`src/hw/acc_defs.vh`:
```
// Constants for the converter core calibration control block.
`ifndef ACC_DEFS_VH
`define ACC_DEFS_VH

// ----------------------------------------------------------------------
// Register byte addresses on the Avalon-MM slave
// ----------------------------------------------------------------------
`define ACC_ADDR_W 4
`define ACC_OFF_CAL 4'h0
`define ACC_OFF_IRQ_STAT 4'h4
`define ACC_OFF_IRQ_MASK 4'h8

// ----------------------------------------------------------------------
// Calibration register layout, one byte per core
// ----------------------------------------------------------------------
`define ACC_CORE_W 8
`define ACC_NUM_CORES 2
`define ACC_CORE2_LSB 0
`define ACC_CORE3_LSB 8
`define ACC_RUN_BIT 0
`define ACC_EN_BIT 1
`define ACC_DIFF_BIT 2
`define ACC_RSVD_BIT 3
`define ACC_RDY_BIT 7
`define ACC_UNIMP_W 3

// ----------------------------------------------------------------------
// Reset values
// ----------------------------------------------------------------------
`define ACC_RST_BIT 1'h0
`define ACC_RST_PAIR 2'h0
`define ACC_RST_WORD 32'h00000000

// ----------------------------------------------------------------------
// Calibration sequencer states
// ----------------------------------------------------------------------
`define ACC_ST_W 2
`define ACC_ST_IDLE 2'h0
`define ACC_ST_REQ 2'h1
`define ACC_ST_REL 2'h2

`endif

```
`src/hw/acc_cal_ctrl.v`:
```
// Calibration control register block for converter cores 2 and 3.
//
// The register offsets and the Avalon-MM interface to the registers were chosen for this implementation.
`timescale 1ns/10ps
`include "acc_defs.vh"

module acc_cal_ctrl (
  clk,
  rst,
  address,
  read,
  write,
  writedata,
  byteenable,
  readdata,
  waitrequest,
  core2_cal_complete,
  core3_cal_complete,
  core2_cal_request,
  core3_cal_request,
  core2_cal_diff_mode,
  core3_cal_diff_mode,
  irq
);
  // ----------------------------------------------------------------------
  // Clock, reset and Avalon-MM slave
  // ----------------------------------------------------------------------
  input wire clk;
  input wire rst;
  input wire [`ACC_ADDR_W-1:0] address;
  input wire read;
  input wire write;
  input wire [31:0] writedata;
  input wire [3:0] byteenable;
  output wire [31:0] readdata;
  output wire waitrequest;

  // ----------------------------------------------------------------------
  // Converter core links
  // ----------------------------------------------------------------------
  input wire core2_cal_complete;
  input wire core3_cal_complete;
  output wire core2_cal_request;
  output wire core3_cal_request;
  output wire core2_cal_diff_mode;
  output wire core3_cal_diff_mode;

  // ----------------------------------------------------------------------
  // Interrupt
  // ----------------------------------------------------------------------
  output wire irq;

  // ----------------------------------------------------------------------
  // Helper functions
  // ----------------------------------------------------------------------
  function addr_hit;
    input [`ACC_ADDR_W-1:0] addr;
    input [`ACC_ADDR_W-1:0] offset;
    begin
      addr_hit = (addr == offset);
    end
  endfunction

  // Software view of one core byte; all fields read zero while access is off.
  function [`ACC_CORE_W-1:0] core_byte;
    input en;
    input rdy;
    input diff;
    input run;
    begin
      core_byte = {`ACC_CORE_W{1'b0}};
      core_byte[`ACC_EN_BIT] = en;
      core_byte[`ACC_RDY_BIT] = en & rdy;
      core_byte[`ACC_DIFF_BIT] = en & diff;
      core_byte[`ACC_RUN_BIT] = en & run;
    end
  endfunction

  // ----------------------------------------------------------------------
  // Avalon-MM handshake
  // ----------------------------------------------------------------------
  // Every access stalls for exactly one cycle, which gives the read mux a
  // full cycle and keeps the answer time fixed for software.
  reg ack_reg;
  reg [31:0] rdata_reg;
  wire req_any;
  wire wr_take;
  wire rd_first;

  assign req_any = read | write;
  assign waitrequest = req_any & ~ack_reg;
  assign wr_take = write & ack_reg;
  assign rd_first = read & ~ack_reg;

  always @(posedge clk or posedge rst) begin
    if (rst) begin
      ack_reg <= `ACC_RST_BIT;
    end else begin
      ack_reg <= req_any & ~ack_reg;
    end
  end

  wire cal_wr;
  wire stat_wr;
  wire mask_wr;

  assign cal_wr = wr_take & addr_hit(address, `ACC_OFF_CAL);
  assign stat_wr = wr_take & addr_hit(address, `ACC_OFF_IRQ_STAT) & byteenable[0];
  assign mask_wr = wr_take & addr_hit(address, `ACC_OFF_IRQ_MASK) & byteenable[0];

  // ----------------------------------------------------------------------
  // Per-core calibration fields
  // ----------------------------------------------------------------------
  reg [`ACC_NUM_CORES-1:0] en_reg;
  reg [`ACC_NUM_CORES-1:0] diff_reg;
  reg [`ACC_NUM_CORES-1:0] run_reg;
  reg [`ACC_NUM_CORES-1:0] rdy_reg;
  wire [`ACC_NUM_CORES-1:0] start_pulse;
  wire [`ACC_NUM_CORES-1:0] start_diff;
  wire [`ACC_NUM_CORES-1:0] eng_busy;
  wire [`ACC_NUM_CORES-1:0] eng_done;
  wire [`ACC_NUM_CORES-1:0] cal_complete;
  wire [`ACC_NUM_CORES-1:0] cal_request;
  wire [`ACC_NUM_CORES-1:0] cal_diff_mode;

  assign cal_complete = {core3_cal_complete, core2_cal_complete};
  assign core2_cal_request = cal_request[0];
  assign core3_cal_request = cal_request[1];
  assign core2_cal_diff_mode = cal_diff_mode[0];
  assign core3_cal_diff_mode = cal_diff_mode[1];

  genvar gi;
  generate
    for (gi = 0; gi < `ACC_NUM_CORES; gi = gi + 1) begin : g_core
      // Core 2 owns the low byte and core 3 the high byte.
      localparam integer LSB = (gi == 0) ? `ACC_CORE2_LSB : `ACC_CORE3_LSB;
      wire lane_wr;
      wire [`ACC_CORE_W-1:0] wbyte;
      wire en_new;

      assign lane_wr = cal_wr & byteenable[gi];
      assign wbyte = writedata[LSB +: `ACC_CORE_W];
      assign en_new = wbyte[`ACC_EN_BIT];

      // The reserved bit is never stored, so software writing zero there
      // costs nothing and a stray one has no effect.
      // A start needs access enabled by the same write and no cycle running.
      // The engine must be idle as well, so a start can never cut a handshake.
      assign start_pulse[gi] = lane_wr & en_new & wbyte[`ACC_RUN_BIT] &
                               ~run_reg[gi] & ~eng_busy[gi];
      assign start_diff[gi] = wbyte[`ACC_DIFF_BIT];

      always @(posedge clk or posedge rst) begin
        if (rst) begin
          en_reg[gi] <= `ACC_RST_BIT;
          diff_reg[gi] <= `ACC_RST_BIT;
          run_reg[gi] <= `ACC_RST_BIT;
          rdy_reg[gi] <= `ACC_RST_BIT;
        end else begin
          if (lane_wr) begin
            en_reg[gi] <= en_new;
          end
          // The mode is held for the whole cycle once it has started.
          if (lane_wr && en_new && !run_reg[gi]) begin
            diff_reg[gi] <= wbyte[`ACC_DIFF_BIT];
          end
          // The done flag and the start bit move on the same edge, so software
          // never sees a finished cycle with start still set.
          // Writing zero cannot abort a cycle; only completion clears it.
          if (start_pulse[gi]) begin
            run_reg[gi] <= 1'b1;
          end else if (eng_done[gi]) begin
            run_reg[gi] <= 1'b0;
          end
          if (start_pulse[gi]) begin
            rdy_reg[gi] <= 1'b0;
          end else if (eng_done[gi]) begin
            rdy_reg[gi] <= 1'b1;
          end
        end
      end

      acc_cal_engine u_engine (
        .clk(clk),
        .rst(rst),
        .start(start_pulse[gi]),
        .diff_sel(start_diff[gi]),
        .core_cal_complete(cal_complete[gi]),
        .core_cal_request(cal_request[gi]),
        .core_cal_diff_mode(cal_diff_mode[gi]),
        .busy(eng_busy[gi]),
        .done(eng_done[gi])
      );
    end
  endgenerate

  // ----------------------------------------------------------------------
  // Software view of the calibration register
  // ----------------------------------------------------------------------
  // Each field has one named net, so the read path and any probe see the
  // same stored values before the access gate is applied.
  wire core2_cal_done_flag;
  wire core3_cal_done_flag;
  wire core2_cal_differential;
  wire core3_cal_differential;
  wire core2_cal_access_enable;
  wire core3_cal_access_enable;
  wire core2_cal_start;
  wire core3_cal_start;
  wire [`ACC_CORE_W-1:0] core2_cal_byte;
  wire [`ACC_CORE_W-1:0] core3_cal_byte;
  wire [15:0] converter_core_calibration_high;

  assign core2_cal_done_flag = rdy_reg[0];
  assign core3_cal_done_flag = rdy_reg[1];
  assign core2_cal_differential = diff_reg[0];
  assign core3_cal_differential = diff_reg[1];
  assign core2_cal_access_enable = en_reg[0];
  assign core3_cal_access_enable = en_reg[1];
  assign core2_cal_start = run_reg[0];
  assign core3_cal_start = run_reg[1];

  assign core2_cal_byte = core_byte(core2_cal_access_enable, core2_cal_done_flag,
                                    core2_cal_differential, core2_cal_start);
  assign core3_cal_byte = core_byte(core3_cal_access_enable, core3_cal_done_flag,
                                    core3_cal_differential, core3_cal_start);
  assign converter_core_calibration_high[`ACC_CORE2_LSB +: `ACC_CORE_W] = core2_cal_byte;
  assign converter_core_calibration_high[`ACC_CORE3_LSB +: `ACC_CORE_W] = core3_cal_byte;

  // ----------------------------------------------------------------------
  // Interrupt status and mask
  // ----------------------------------------------------------------------
  reg [`ACC_NUM_CORES-1:0] irq_stat_reg;
  reg [`ACC_NUM_CORES-1:0] irq_stat_next;
  reg [`ACC_NUM_CORES-1:0] irq_mask_reg;

  // Status and mask follow the core order of the calibration register:
  // bit 0 is core 2 and bit 1 is core 3.
  // A completion in the cycle of a write-one clear keeps its bit set.
  always @* begin
    irq_stat_next = irq_stat_reg;
    if (stat_wr) begin
      irq_stat_next = irq_stat_reg & ~writedata[`ACC_NUM_CORES-1:0];
    end
    irq_stat_next = irq_stat_next | eng_done;
  end

  always @(posedge clk or posedge rst) begin
    if (rst) begin
      irq_stat_reg <= `ACC_RST_PAIR;
      irq_mask_reg <= `ACC_RST_PAIR;
    end else begin
      irq_stat_reg <= irq_stat_next;
      if (mask_wr) begin
        irq_mask_reg <= writedata[`ACC_NUM_CORES-1:0];
      end
    end
  end

  assign irq = |(irq_stat_reg & irq_mask_reg);

  // ----------------------------------------------------------------------
  // Read data
  // ----------------------------------------------------------------------
  // Read data is captured at the stall edge and stands for the answer edge.
  // Unmapped addresses read zero and ignore writes.
  // A completion that lands between the two edges shows on the next read;
  // software polls the done flag, so the lag costs one access at most.
  reg [31:0] rdata_mux;

  always @* begin
    rdata_mux = `ACC_RST_WORD;
    case (address)
      `ACC_OFF_CAL: begin
        rdata_mux[15:0] = converter_core_calibration_high;
      end
      `ACC_OFF_IRQ_STAT: begin
        rdata_mux[`ACC_NUM_CORES-1:0] = irq_stat_reg;
      end
      `ACC_OFF_IRQ_MASK: begin
        rdata_mux[`ACC_NUM_CORES-1:0] = irq_mask_reg;
      end
      default: begin
        rdata_mux = `ACC_RST_WORD;
      end
    endcase
  end

  always @(posedge clk or posedge rst) begin
    if (rst) begin
      rdata_reg <= `ACC_RST_WORD;
    end else if (rd_first) begin
      rdata_reg <= rdata_mux;
    end
  end

  assign readdata = rdata_reg;

endmodule // acc_cal_ctrl

```
`src/hw/acc_cal_engine.v`:
```
// Per-core calibration sequencer: handshake with one converter core.
`timescale 1ns/10ps
`include "acc_defs.vh"

module acc_cal_engine (
  clk,
  rst,
  start,
  diff_sel,
  core_cal_complete,
  core_cal_request,
  core_cal_diff_mode,
  busy,
  done
);
  input wire clk;
  input wire rst;
  input wire start;
  input wire diff_sel;
  input wire core_cal_complete;
  output wire core_cal_request;
  output wire core_cal_diff_mode;
  output wire busy;
  output wire done;

  localparam [`ACC_ST_W-1:0] ST_IDLE = `ACC_ST_IDLE;
  localparam [`ACC_ST_W-1:0] ST_REQ = `ACC_ST_REQ;
  localparam [`ACC_ST_W-1:0] ST_REL = `ACC_ST_REL;

  reg [`ACC_ST_W-1:0] state_reg;
  reg [`ACC_ST_W-1:0] state_next;
  reg sync1_reg;
  reg sync2_reg;
  reg req_reg;
  reg diff_reg;
  reg done_reg;

  // ----------------------------------------------------------------------
  // Completion input synchroniser
  // ----------------------------------------------------------------------
  // The core runs its own calibration clock, so its level crosses here.
  always @(posedge clk or posedge rst) begin
    if (rst) begin
      sync1_reg <= `ACC_RST_BIT;
      sync2_reg <= `ACC_RST_BIT;
    end else begin
      sync1_reg <= core_cal_complete;
      sync2_reg <= sync1_reg;
    end
  end

  // ----------------------------------------------------------------------
  // Sequencer
  // ----------------------------------------------------------------------
  // A cycle holds the request until the core reports completion, then
  // waits for the completion level to drop so that a stale level cannot
  // end the next cycle early.
  always @* begin
    state_next = state_reg;
    case (state_reg)
      ST_IDLE: begin
        if (start) begin
          state_next = ST_REQ;
        end
      end
      ST_REQ: begin
        if (sync2_reg) begin
          state_next = ST_REL;
        end
      end
      ST_REL: begin
        if (!sync2_reg) begin
          state_next = ST_IDLE;
        end
      end
      default: begin
        state_next = ST_IDLE;
      end
    endcase
  end

  always @(posedge clk or posedge rst) begin
    if (rst) begin
      state_reg <= ST_IDLE;
      req_reg <= `ACC_RST_BIT;
      diff_reg <= `ACC_RST_BIT;
      done_reg <= `ACC_RST_BIT;
    end else begin
      state_reg <= state_next;
      done_reg <= (state_reg == ST_REL) && !sync2_reg;
      if (state_reg == ST_IDLE && start) begin
        req_reg <= 1'b1;
        diff_reg <= diff_sel;
      end else if (state_reg == ST_REQ && sync2_reg) begin
        req_reg <= 1'b0;
      end
    end
  end

  assign core_cal_request = req_reg;
  assign core_cal_diff_mode = diff_reg;
  assign busy = (state_reg != ST_IDLE);
  assign done = done_reg;

endmodule // acc_cal_engine

```
`config.mk`:
```
export PLATFORM = sky130hd
export DESIGN_NAME = acc_cal_ctrl
export DESIGN_NICKNAME = d
export VERILOG_FILES = /design/src/hw/acc_cal_ctrl.v /design/src/hw/acc_cal_engine.v
export VERILOG_INCLUDE_DIRS = /design/src /design/src/hw
export SDC_FILE = /design/constraint.sdc
export NUM_CORES = 1
export LEC_CHECK = 0
export ABC_AREA = 1
export BUFFER_PORTS_ARGS = -buffer_cell sky130_fd_sc_hd__buf_2
export CAP_MARGIN = 30
export CORE_ASPECT_RATIO = 0.5
export CORE_MARGIN = 4
export CORE_UTILIZATION = 48
export DETAILED_ROUTE_END_ITERATION = 8
export PLACE_DENSITY = 0.93
export SYNTH_ARGS = -nofsm -noshare
export SYNTH_HDL_FRONTEND = slang
export SYNTH_SLANG_ARGS = --single-unit
```
`constraint.sdc`:
```
create_clock -name clk -period 2.4 [get_ports clk]
set_input_delay 0.48 -clock clk [delete_from_list [all_inputs] [get_ports clk]]
set_output_delay 0.48 -clock clk [all_outputs]
set_load 0.01 [all_outputs]
```
**Yosys cells after proc, flatten, opt, wreduce, memory -nomap -nowiden**

Index checks and enable logic that the tools add are counted.

- Bitwise operators: 34
- Reduce and logical (&&, ||, !) cells: 26
- Equality and inequality tests: 12
- Muxes and demuxes: 23

Operators by type and width:

| kind | count |
|---|---|
| $and A1 B1 Y1 | 24 |
| $pmux W2 S3 | 3 |
| $mux W14 | 1 |
| $mux W2 | 7 |
| $mux W1 | 12 |
| $reduce_bool A2 Y1 | 6 |
| $logic_and A1 B1 Y1 | 10 |
| $ne A2 B1 Y1 const B | 4 |
| $reduce_and A3 Y1 | 2 |
| $not A1 Y1 | 5 |
| $and A2 B2 Y2 | 2 |
| $eq A2 B1 Y1 const B | 2 |
| $eq A2 B2 Y1 const B | 2 |
| $eq A4 B3 Y1 const B | 1 |
| $eq A4 B4 Y1 const B | 1 |
| $logic_not A1 Y1 | 4 |
| $logic_not A2 Y1 | 2 |
| $logic_not A4 Y1 | 1 |
| $ne A2 B2 Y1 const B | 2 |
| $not A2 Y2 | 1 |
| $or A2 B2 Y2 | 1 |
| $reduce_or A2 Y1 | 1 |
| $or A1 B1 Y1 | 1 |

- Logic and storage cells: 119
- Input port bits: 46
- Register bits: 43
- Output and inout port bits: 38

**Logic depth before layout (Yosys ltp)**

Gate-level depths: netlist of the first run.

- Word-level depth: 9
- Gate-level depth with buffers: 7
- Depth with buffers taken out: 7

**Hierarchy**

Synthesis of the first run repeated with hierarchy kept, for this count alone.

- Cells, all modules: 197
- Area total of the unflattened synthesis: 1752.9 sq um

By module, submodules not included:

| module | cells an instance | times used | area each (sq um) |
|---|---|---|---|
| acc_cal_ctrl | 149 | 1 | 1255.0 |
| acc_cal_engine | 24 | 2 | 249.0 |

**Worst setup path after synthesis of the first run**

Ideal clock, no wire load.

- Path type: input port to flip-flop
- From: input address[3]
- To: register g_core[1].u_engine.diff_reg
- Path buffers: 0
- Required time: 2282 ps
- Stages: 6
- Slack: 1213 ps
- Arrival time: 1069 ps
- Cell sequence: nor2_2 > nand2_2 > nor2_2 > nand4_2 > nand2_1 > nand2_1

- Cells in the longest elaborated chain, start to end: 8

RTL lines:

| element | RTL line | text |
|---|---|---|
| start: declaration | acc_cal_ctrl.v:30 | `` input wire [`ACC_ADDR_W-1:0] address; `` |
| $logic_not A4 Y1 | acc_cal_ctrl.v:60 | `addr_hit = (addr == offset);` |
| $and A1 B1 Y1 | acc_cal_ctrl.v:107 | `` assign cal_wr = wr_take & addr_hit(address, `ACC_OFF_CAL); `` |
| $and A1 B1 Y1 | acc_cal_ctrl.v:141 | `assign lane_wr = cal_wr & byteenable[gi];` |
| $and A1 B1 Y1 (4 in series) | acc_cal_ctrl.v:149 | `` assign start_pulse[gi] = lane_wr & en_new & wbyte[`ACC_RUN_BIT] & `` |
| $logic_and A1 B1 Y1 | acc_cal_engine.v:91 | `if (state_reg == ST_IDLE && start) begin` |
| end signal: assignment | acc_cal_engine.v:86 | `` diff_reg <= `ACC_RST_BIT; `` |
| end signal: assignment | acc_cal_engine.v:93 | `diff_reg <= diff_sel;` |
| end: declaration | acc_cal_engine.v:35 | `reg diff_reg;` |

Every way passes these cells.
A chain may end at the register's enable or synchronous reset.

**Final worst setup path of the first run**

- From: register irq_stat_reg[0]
- To: output irq

- Cells in the longest elaborated chain, start to end: 2

RTL lines:

| element | RTL line | text |
|---|---|---|
| start: declaration | acc_cal_ctrl.v:233 | `` reg [`ACC_NUM_CORES-1:0] irq_stat_reg; `` |
| start signal: assignment | acc_cal_ctrl.v:250 | `` irq_stat_reg <= `ACC_RST_PAIR; `` |
| start signal: assignment | acc_cal_ctrl.v:253 | `irq_stat_reg <= irq_stat_next;` |
| $and A2 B2 Y2 | acc_cal_ctrl.v:260 | `assign irq = \|(irq_stat_reg & irq_mask_reg);` |
| $reduce_or A2 Y1 | acc_cal_ctrl.v:260 |  |
| end: declaration | acc_cal_ctrl.v:51 | `output wire irq;` |

Every way passes these cells.

==> impl_results.md, run 1 <==
- Outcome: finished clean
- Worst R2R Start: g_core[1].u_engine.state_reg[0]
- RSZ-0062 raised after global routing: false
- Post-synthesis instance total: 180
- Clock slew seen by the registers of the worst setup and hold paths: about 0.070 ns
- Fin Clk Skew: ~0.0030 ns
- Synthesized cell area: around 1600 um^2
- Number of buffer and inverter instances along the worst setup path: 1
- Antenna violations before repair: 0
- Peak supply drop: around 0.37 mV
- Routed vias/inst: approximately 4.7
- Final Slew Violations: 0
- Pin count of the biggest net entering global routing: 36
- Routed length per instance: 11.53 um
- Arrival time reported for the critical path endpoint: a little over 1 ns
- Count of yosys warnings during synthesis: 0
- Largest delay share family, worst path: flip-flops
- Chip Height: just under 50 um
- Floorplan row count: 14
- Largest area contributor in the synthesized netlist: sky130_fd_sc_hd__dfrtp_1
- Number of maximum-capacitance constraint violations: 0
- Max clock buf depth: 2
- First-pass GRT wire length: about 5000 um
- Post-synthesis register bit count: 35
- Input/output buffers: 31
- Hold Vio Cnt, Final: 0
- Number of global-route vias before repair: roughly 1100
- Post-Synthesis Mean Instance Area: between 9 and 10 um^2
- Flip-flop count of the largest register after layout: 8
- Final HPWL from detailed placement: between 2000 and 2500 um
- Total wirelength of the detailed-routed design: between 2000 and 3000 um
- Clock tree from TritonCTS: built
- Drt drc: 0
- Critical path startpoint category: flop
- Highest clock frequency the design can meet: 0.6614 GHz
- Worst path cell trace: a22o_1 > buf_2
- Reg2reg path depth: 4
- Clock latency reported for the late side of the worst-skew pair: about 0.27 ns
- Largest cells by area after synthesis: sky130_fd_sc_hd__dfrtp_1 54%, sky130_fd_sc_hd__buf_4 11%, sky130_fd_sc_hd__nand2_1 9.5%
- Setup TNS Final: 0 ns
- Path type of the worst setup path: flop to output port
- Overall routing resource usage: ~14%
- Register-to-Register Setup Slack: between 1 and 1.5 ns
- Total via count in the routed design: ~1200
- Final critical path time including I/O delays and setup: 1.512 ns
- Highest-count cells in the layout ignoring fill and taps: 41 x sky130_fd_sc_hd__nand2_1, 35 x sky130_fd_sc_hd__dfrtp_1, 31 x sky130_fd_sc_hd__buf_2
- Placer Congestion: roughly 0.8
- Ratio of cells with drive above 1 in the final layout: ~22%
- Setup slack at placement: about 0.92 ns
- Inserted Diodes: 0
- Area Overhead vs Synth: 12.30%
- # nets final: between 200 and 300
- Fraction of the cycle the final worst path needs: 63.00%
- Type of the tightest min-delay check: input port to async pin
- Data required time of the worst path: approximately 1.9 ns
- Delay contributed by the slowest stage of the critical path: 0.40 ns
- Routed Antenna Nets: 0
- PD cells: between 600 and 700 nW/um^2
- Most frequent standard cell in the layout excluding fill and tap cells: sky130_fd_sc_hd__nand2_1
- Sequential cell area fraction in the yosys report: a little over half
- Number of DRC markers after the initial detailed-route iteration: 98
- Finish-stage setup viols: 0
- H-tree lvl count: 2
- Detailed-router iteration count before antenna repair: 4
- Total setup buffers inserted after CTS: 0
- Final worst setup slack: between 0.8 and 0.9 ns
- Static Leakage: 1.042 nW
- Die Width: 90.36 um
- Largest driver fanout on the critical path: 3
- Clock Sink Count: 35
- Initial Util: between 50% and 60%
- Critical path capture point type: output port
- Hold-fix buffers at CTS: 0
- Number of unique standard cell types used by synthesis: 21
- Cell chosen for the clock root: sky130_fd_sc_hd__clkbuf_8
- GRT overflow: 0
- Number of filler cells placed in the layout: between 200 and 300
- I/O pin total: between 80 and 90
- Total CTS buffers: 5
- Placeable core area: just over 3000 um^2
- Worst R2R End: g_core[1].u_engine.core_cal_diff_mode
- Yosys top cell area share: roughly 54%
- CTS resizes: 0
- Die Footprint: 4444 um^2
- Crit path max-delay cell type: sky130_fd_sc_hd__dfrtp_1
report_power, final:
| part | total (W) | switching (W) | internal [W] |
|---|---|---|---|
| logic | 0.000142 | 0.0000987 | 0.0000431 |
| clock network | 0.000396 | 0.000192 | 0.000203 |
| registers | 0.000648 | 0.0000213 | 0.000627 |
worst register-to-register path: cells and delay by family (launching register included):
kind,cells,cell delay (ns)
AND/OR/NAND/NOR,4,0.76
flip-flops,1,0.42
cell usage after synthesis:
cell type	number
sky130_fd_sc_hd__or2_2	2
sky130_fd_sc_hd__dfrtp_1	35
sky130_fd_sc_hd__nand2_2	1
sky130_fd_sc_hd__o21ai_1	2
sky130_fd_sc_hd__inv_2	1
sky130_fd_sc_hd__a21oi_1	1
sky130_fd_sc_hd__a22o_1	1
sky130_fd_sc_hd__inv_1	21
sky130_fd_sc_hd__nand4_1	7
sky130_fd_sc_hd__buf_4	24
sky130_fd_sc_hd__nor2_8	1
sky130_fd_sc_hd__nor3_1	5
sky130_fd_sc_hd__nand3_1	9
sky130_fd_sc_hd__o31ai_1	1
sky130_fd_sc_hd__nor2_1	7
sky130_fd_sc_hd__nand2_1	41
sky130_fd_sc_hd__o21ai_0	14
sky130_fd_sc_hd__conb_1	1
sky130_fd_sc_hd__nand4_2	2
sky130_fd_sc_hd__nor2_2	3
sky130_fd_sc_hd__nor3b_1	1
logic make-up (layout without fill, tap and decap cells):
kind of cell	Yosys count	count (layout)	share of synthesized area (%)
compound gates	19	19	6.226
simple gates	79	79	23.60
other cells	1	24	0.2304
flops	35	35	53.80
buf+inv	46	62	16.14
worst max-delay path by stage:
stage | startpoint | to | cells past startpoint
finish | irq_stat_reg[0] | irq | 2
floorplan | rst | ack_reg | 1
global placement | address[3] | g_core[1].u_engine.core_cal_diff_mode | 7
CTS | irq_stat_reg[0] | irq | 2
global route | irq_stat_reg[0] | irq | 2
detailed placement | address[3] | g_core[1].u_engine.core_cal_diff_mode | 7
per-stage QoR:
| stage | util [%] | cells | power, W | instance area [um^2] | hold slack [ns] |
|---|---|---|---|---|---|
| after floorplan | - | 203 | 0.0007710 | 1714 | 0.3312 |
| after global placement | 56.02 | 251 | 0.0007898 | 1747 | 0.3316 |
| after detailed placement | 56.02 | 251 | 0.0007982 | 1747 | 0.3364 |
| after CTS | 58.63 | 259 | 0.001189 | 1828 | 0.2973 |
| after global routing | 58.63 | 259 | 0.001244 | 1828 | 0.2977 |
| final | 58.63 | 259 | 0.001185 | 1828 | 0.2818 |
final cells by class:
type / instances / area (um^2) / area share (%)
clock inverters: 1 / 5.005 / 0.2738
multi-input cells: 122 / 575.6 / 31.49
well taps: 40 / 50.05 / 2.738
inverters: 22 / 82.58 / 4.517
flip-flops and latches: 35 / 875.8 / 47.91
repair buffers: 32 / 162.7 / 8.898
clock buffers: 7 / 76.32 / 4.175
metal layers:
metal  up-vias  wire length [um]  global-route usage (%)
li1        603                 -                       -
met1       551              1310                   17.58
met2        55              1422                   24.23
met3         2               232                   5.393
met4         0                21                   3.807
met5         -                 0                       0
Power figures use the tool's default switching activity.
==> inputs of run 2 (changes only) <==
--- a/config.mk
+++ b/config.mk
@@ -11,9 +11,9 @@
 export CAP_MARGIN = 30
 export CORE_ASPECT_RATIO = 0.5
 export CORE_MARGIN = 4
-export CORE_UTILIZATION = 48
+export CORE_UTILIZATION = 45
 export DETAILED_ROUTE_END_ITERATION = 8
-export PLACE_DENSITY = 0.93
+export PLACE_DENSITY = 0.89
 export SYNTH_ARGS = -nofsm -noshare
 export SYNTH_HDL_FRONTEND = slang
 export SYNTH_SLANG_ARGS = --single-unit
==> constraint.sdc (replaced) <==
create_clock -name clk -period 1.6 [get_ports clk]
set_input_delay 0.32 -clock clk [delete_from_list [all_inputs] [get_ports clk]]
set_output_delay 0.32 -clock clk [all_outputs]
set_load 0.01 [all_outputs]
==> impl_results.md, run 2 (synthesized netlist as in run 1, its figures left out) <==
- Area of the multi-input gates: around 580 um^2
- Arrival time reported for the critical path endpoint: 1.05 ns
- Number of filler cells placed in the layout: ~310
- Die Footprint: about 4700 um^2
- Total length of routed met2 wires: roughly 1600 um
- GRT overflow: 0
- Chip Height: roughly 50 um
- Hold Vio Cnt, Final: 0
- Worst R2R End: g_core[1].u_engine.core_cal_diff_mode
- Routed vias/inst: 4.615
- PD cells: 1007 nW/um^2
- Flip-flop count of the largest register after layout: 8
- Cell chosen for the clock root: sky130_fd_sc_hd__clkbuf_8
- Ratio of cells with drive above 1 in the final layout: 22.37%
- Total wirelength of the detailed-routed design: between 3000 and 4000 um
- Initial Util: between 40% and 50%
- Floorplan row count: 15
- H-tree lvl count: 2
- Data required time of the worst path: about 1.3 ns
- Overall routing resource usage: between 10% and 20%
- Routed Antenna Nets: 0
- Drt drc: 0
- Fraction of the cycle the final worst path needs: a little under nine tenths
- Input/output buffers: 31
- Placeable core area: about 3500 um^2
- Hold-fix buffers at CTS: 0
- Number of DRC markers after the initial detailed-route iteration: around 130
- Worst R2R Start: g_core[1].u_engine.state_reg[0]
- Max clock buf depth: 2
- Setup TNS Final: 0 ns
- Wire length on met1: ~1200 um
- Amount of wire on met3 after detailed routing: between 200 and 300 um
- Highest-count cells in the layout ignoring fill and taps: 41 x sky130_fd_sc_hd__nand2_1, 35 x sky130_fd_sc_hd__dfrtp_1, 31 x sky130_fd_sc_hd__buf_2
- First-pass GRT wire length: 5457 um
- Inserted Diodes: 0
- Critical Path Sink: irq
- Finish-stage setup viols: 0
- Peak supply drop: roughly 0.32 mV
- Critical path startpoint category: flop
- Critical path capture point type: output port
- Clock tree from TritonCTS: built
- Total CTS buffers: 5
- # nets final: about 260
- Worst setup path startpoint: irq_stat_reg[0]
- Final critical path time including I/O delays and setup: roughly 1.4 ns
- Pin count of the biggest net entering global routing: 36
- Path type of the worst setup path: flop to output port
- Clock latency reported for the late side of the worst-skew pair: between 0.2 and 0.3 ns
- Largest driver fanout on the critical path: 3
- Top metal layer carrying routed signals: met4
- Total via count in the routed design: roughly 1200
- Total setup buffers inserted after CTS: 0
- Fin Clk Skew: ~0.0053 ns
- Worst slack on hold paths: 0.1223 ns
- Final Slew Violations: 0
- Antenna violations before repair: 0
- Number of maximum-capacitance constraint violations: 0
- Clock slew seen by the registers of the worst setup and hold paths: 0.07 ns
- Routed length per instance: about 12 um
- Combined flip-flop and latch cell area: 875.8 um^2
- Area Overhead vs Synth: 14.30%
- Detailed-router iteration count before antenna repair: 4
- CTS resizes: 0
- Reg2reg path depth: 4
- Placer Congestion: slightly above 0.8
- Register-to-Register Setup Slack: roughly 0.3 ns
- Clock Sink Count: 35
- Outcome: finished clean
- Highest clock frequency the design can meet: roughly 0.73 GHz
- Type of the tightest min-delay check: input port to async pin
- I/O pin total: 84
- Final Total Pwr: between 0.0015 and 0.002 W
- Final HPWL from detailed placement: approximately 2400 um
- Die Width: 93.06 um
- RSZ-0062 raised after global routing: false
- Most frequent standard cell in the layout excluding fill and tap cells: sky130_fd_sc_hd__nand2_1
- Number of global-route vias before repair: ~1200
- Static Leakage: 1.051 nW
[run 2: cell type report]
type	instances	area share [%]
sequential	35	47.07
multi-input combinational	122	30.93
timing repair buffer	32	8.742
clock buffer	8	5.380
inverter	22	4.438
tap	51	3.430
[run 2: worst min path at each step]
stage                                            start                            to  cells past startpoint
final                                              rst  g_core[1].u_engine.sync1_reg                      3
after global routing                core3_cal_complete  g_core[1].u_engine.sync1_reg                      1
after CTS                                          rst  g_core[0].u_engine.sync1_reg                      3
after detailed placement  g_core[0].u_engine.sync1_reg  g_core[0].u_engine.sync2_reg                      0
after global placement    g_core[0].u_engine.sync1_reg  g_core[0].u_engine.sync2_reg                      0
after floorplan           g_core[0].u_engine.sync1_reg  g_core[0].u_engine.sync2_reg                      0
[run 2: per-layer routing]
layer,GRT usage [%],up-vias
li1,-,602
met1,16.52,580
met2,27.18,62
met3,4.341,2
met4,6.813,0
met5,0,-
[run 2: stage by stage]
step                setup slack (ns)  utilization, %  area, um^2  instances
global route                  0.1809           53.88        1861        270
detailed placement            0.2718           50.98        1760        262
CTS                           0.2273           53.88        1861        270
global placement              0.3095           50.98        1760        262
floorplan                     0.5041               -        1714        203
finish                        0.2328           53.88        1861        270
[run 2: where the power goes]
part / internal [W] / switching, W
sequential: 0.000940 / 0.0000318
combinational: 0.0000648 / 0.000145
clock: 0.000393 / 0.000298
total: 0.00140 / 0.000476
[run 2: critical path, stage by stage (launching register included)]
cell	delay, ns
sky130_fd_sc_hd__dfrtp_1	0.40
sky130_fd_sc_hd__a22o_1	0.23
sky130_fd_sc_hd__buf_2	0.14
==> inputs of run 3 (changes only) <==
--- a/config.mk
+++ b/config.mk
@@ -9,11 +9,14 @@
 export ABC_AREA = 1
 export BUFFER_PORTS_ARGS = -buffer_cell sky130_fd_sc_hd__buf_2
 export CAP_MARGIN = 30
+export CELL_PAD_IN_SITES_DETAIL_PLACEMENT = 1
+export CELL_PAD_IN_SITES_GLOBAL_PLACEMENT = 1
 export CORE_ASPECT_RATIO = 0.5
 export CORE_MARGIN = 4
-export CORE_UTILIZATION = 45
+export CORE_UTILIZATION = 32
 export DETAILED_ROUTE_END_ITERATION = 8
-export PLACE_DENSITY = 0.89
+export GPL_TIMING_DRIVEN = 0
+export PLACE_DENSITY = 0.88
 export SYNTH_ARGS = -nofsm -noshare
 export SYNTH_HDL_FRONTEND = slang
 export SYNTH_SLANG_ARGS = --single-unit
==> impl_results.md, run 3 (synthesized netlist as in run 1, its figures left out) <==
- Worst R2R End: g_core[1].u_engine.core_cal_diff_mode
- Final HPWL from detailed placement: a little over 3000 um
- Clock power frac: a little over two fifths
- H-tree lvl count: 2
- Pin slew with the least headroom to its limit: roughly 0.67 ns
- Relative contribution of combinational cells to total power: between 10% and 20%
- Cell chosen for the clock root: sky130_fd_sc_hd__clkbuf_8
- Drt drc: 0
- Inserted Diodes: 0
- CTS resizes: 0
- Area Overhead vs Synth: 30.28%
- Net Sw Frac: 24.11%
- Flip-flop count of the largest register after layout: 8
- Worst R2R Start: g_core[1].u_engine.state_reg[0]
- GRT overflow: 0
- Total setup buffers inserted after CTS: 0
- DP Cell Count: just over 300
- Type of the tightest min-delay check: input port to async pin
- Hold Vio Cnt, Final: 0
- # nets final: ~290
- Outcome: finished clean
- Portion of total power attributed to sequential cells: around 44%
- Ratio of cells with drive above 1 in the final layout: between 30 and 40%
- Highest clock frequency the design can meet: 0.7189 GHz
- Initial Util: ~33%
- Final critical path time including I/O delays and setup: 1.391 ns
- Number of global-route vias before repair: 1405
- Total via count in the routed design: approximately 1300
- Arrival time reported for the critical path endpoint: roughly 1.1 ns
- Post-placement cell area: about 2000 um^2
- Fin Clk Skew: 0.008311 ns
- Chip Height: 58.44 um
- Placeable core area: between 4000 and 5000 um^2
- Routed vias/inst: 4.211
- I/O pin total: 84
- Post-layout instance count excluding filler cells: about 310
- Hold-fix buffers at CTS: 0
- Most frequent standard cell in the layout excluding fill and tap cells: sky130_fd_sc_hd__nand2_1
- Total wirelength of the detailed-routed design: 3767 um
- First-pass GRT wire length: around 6300 um
- Setup TNS Final: 0 ns
- Number of maximum-capacitance constraint violations: 0
- Floorplan row count: 18
- Finish-stage setup viols: 0
- Peak supply drop: slightly below 0.4 mV
- Max clock buf depth: 2
- Placer Congestion: 0.7384
- Slew HR: between 50% and 60%
- Reg2reg path depth: 4
- Die Width: ~110 um
- PD cells: roughly 1000 nW/um^2
- Final Total Pwr: between 0.002 and 0.0025 W
- Clock tree from TritonCTS: built
- RSZ-0062 raised after global routing: false
- Data required time of the worst path: around 1.3 ns
- Fraction of the cycle the final worst path needs: between 80% and 90%
- Input/output buffers: 31
- Highest-count cells in the layout ignoring fill and taps: 41 x sky130_fd_sc_hd__nand2_1, 35 x sky130_fd_sc_hd__dfrtp_1, 31 x sky130_fd_sc_hd__buf_2
- Pin count of the biggest net entering global routing: 22
- Critical path startpoint category: flop
- Die Footprint: 6362 um^2
- Path type of the worst setup path: flop to output port
- Critical path capture point type: output port
- Power Internal: between 0.0015 and 0.002 W
- Total CTS buffers: 5
- Antenna violations before repair: 0
- Final Slew Violations: 0
- Detailed-router iteration count before antenna repair: 4
- Number of DRC markers after the initial detailed-route iteration: 22
- Clock Sink Count: 35
- Overall routing resource usage: about 13%
- Clock latency reported for the late side of the worst-skew pair: between 0.2 and 0.3 ns
- Final design instance area without fill: about 2100 um^2
- Register-to-Register Setup Slack: between 0.2 and 0.3 ns
- Clock slew seen by the registers of the worst setup and hold paths: roughly 0.070 ns
- Static Leakage: approximately 1.2 nW
- Largest driver fanout on the critical path: 3
- Routed length per instance: approximately 12 um
- Routed Antenna Nets: 0
- Sw power: between 0.0005 and 0.0006 W
==> run 3: layout make-up <==
cell class	count	area (um^2)
Inverter	22	82.58
Tap cell	70	87.58
Multi-Input combinational cell	122	575.6
Buffer	24	180.2
Timing Repair Buffer	32	182.7
Fill cell	606	2789
Clock buffer	5	68.82
Sequential cell	35	875.8
Clock inverter	3	67.56
==> run 3: power groups by stage <==
stage / clock network [W] / logic (W) / registers [W]
after floorplan: 0 / 0.000172 / 0.000985
after global placement: 0 / 0.000245 / 0.000985
after detailed placement: 0 / 0.000265 / 0.000991
after CTS: 0.000976 / 0.000267 / 0.000973
after global routing: 0.00102 / 0.000302 / 0.000980
final: 0.000958 / 0.000268 / 0.000973
==> run 3: metal layers <==
metal / vias to the layer above / track usage (%) / share of wire (%)
met5: - / 0 / 0
met3: 5 / 3.943 / 7.1
met2: 43 / 22.69 / 48
li1: 654 / - / -
met4: 0 / 5.935 / 1.2
met1: 616 / 14.67 / 44
==> run 3: worst max-delay path by stage <==
stage	from	endpoint
floorplan	rst	ack_reg
global placement	rst	readdata[1]
detailed placement	address[3]	g_core[1].u_engine.core_cal_diff_mode
CTS	irq_stat_reg[0]	irq
global route	ack_reg	readdata[15]
finish	irq_stat_reg[0]	irq
==> run 3: worst max-delay path, cell delays in order (launching register included) <==
cell and delay [ns]:
sky130_fd_sc_hd__dfrtp_1 0.41, sky130_fd_sc_hd__a22o_1 0.24, sky130_fd_sc_hd__buf_2 0.13
==> run 3: per-stage QoR <==
step           util, %  setup WS (ns)  hold slack [ns]
2_1_floorplan        -         0.5041           0.3312
3_3_place_gp     39.86        0.04767           0.3343
3_5_place_dp     40.42         0.2465           0.3401
4_1_cts          43.20         0.2111           0.1312
5_1_grt          43.20         0.1368           0.1293
6_report         43.20         0.2090           0.1198
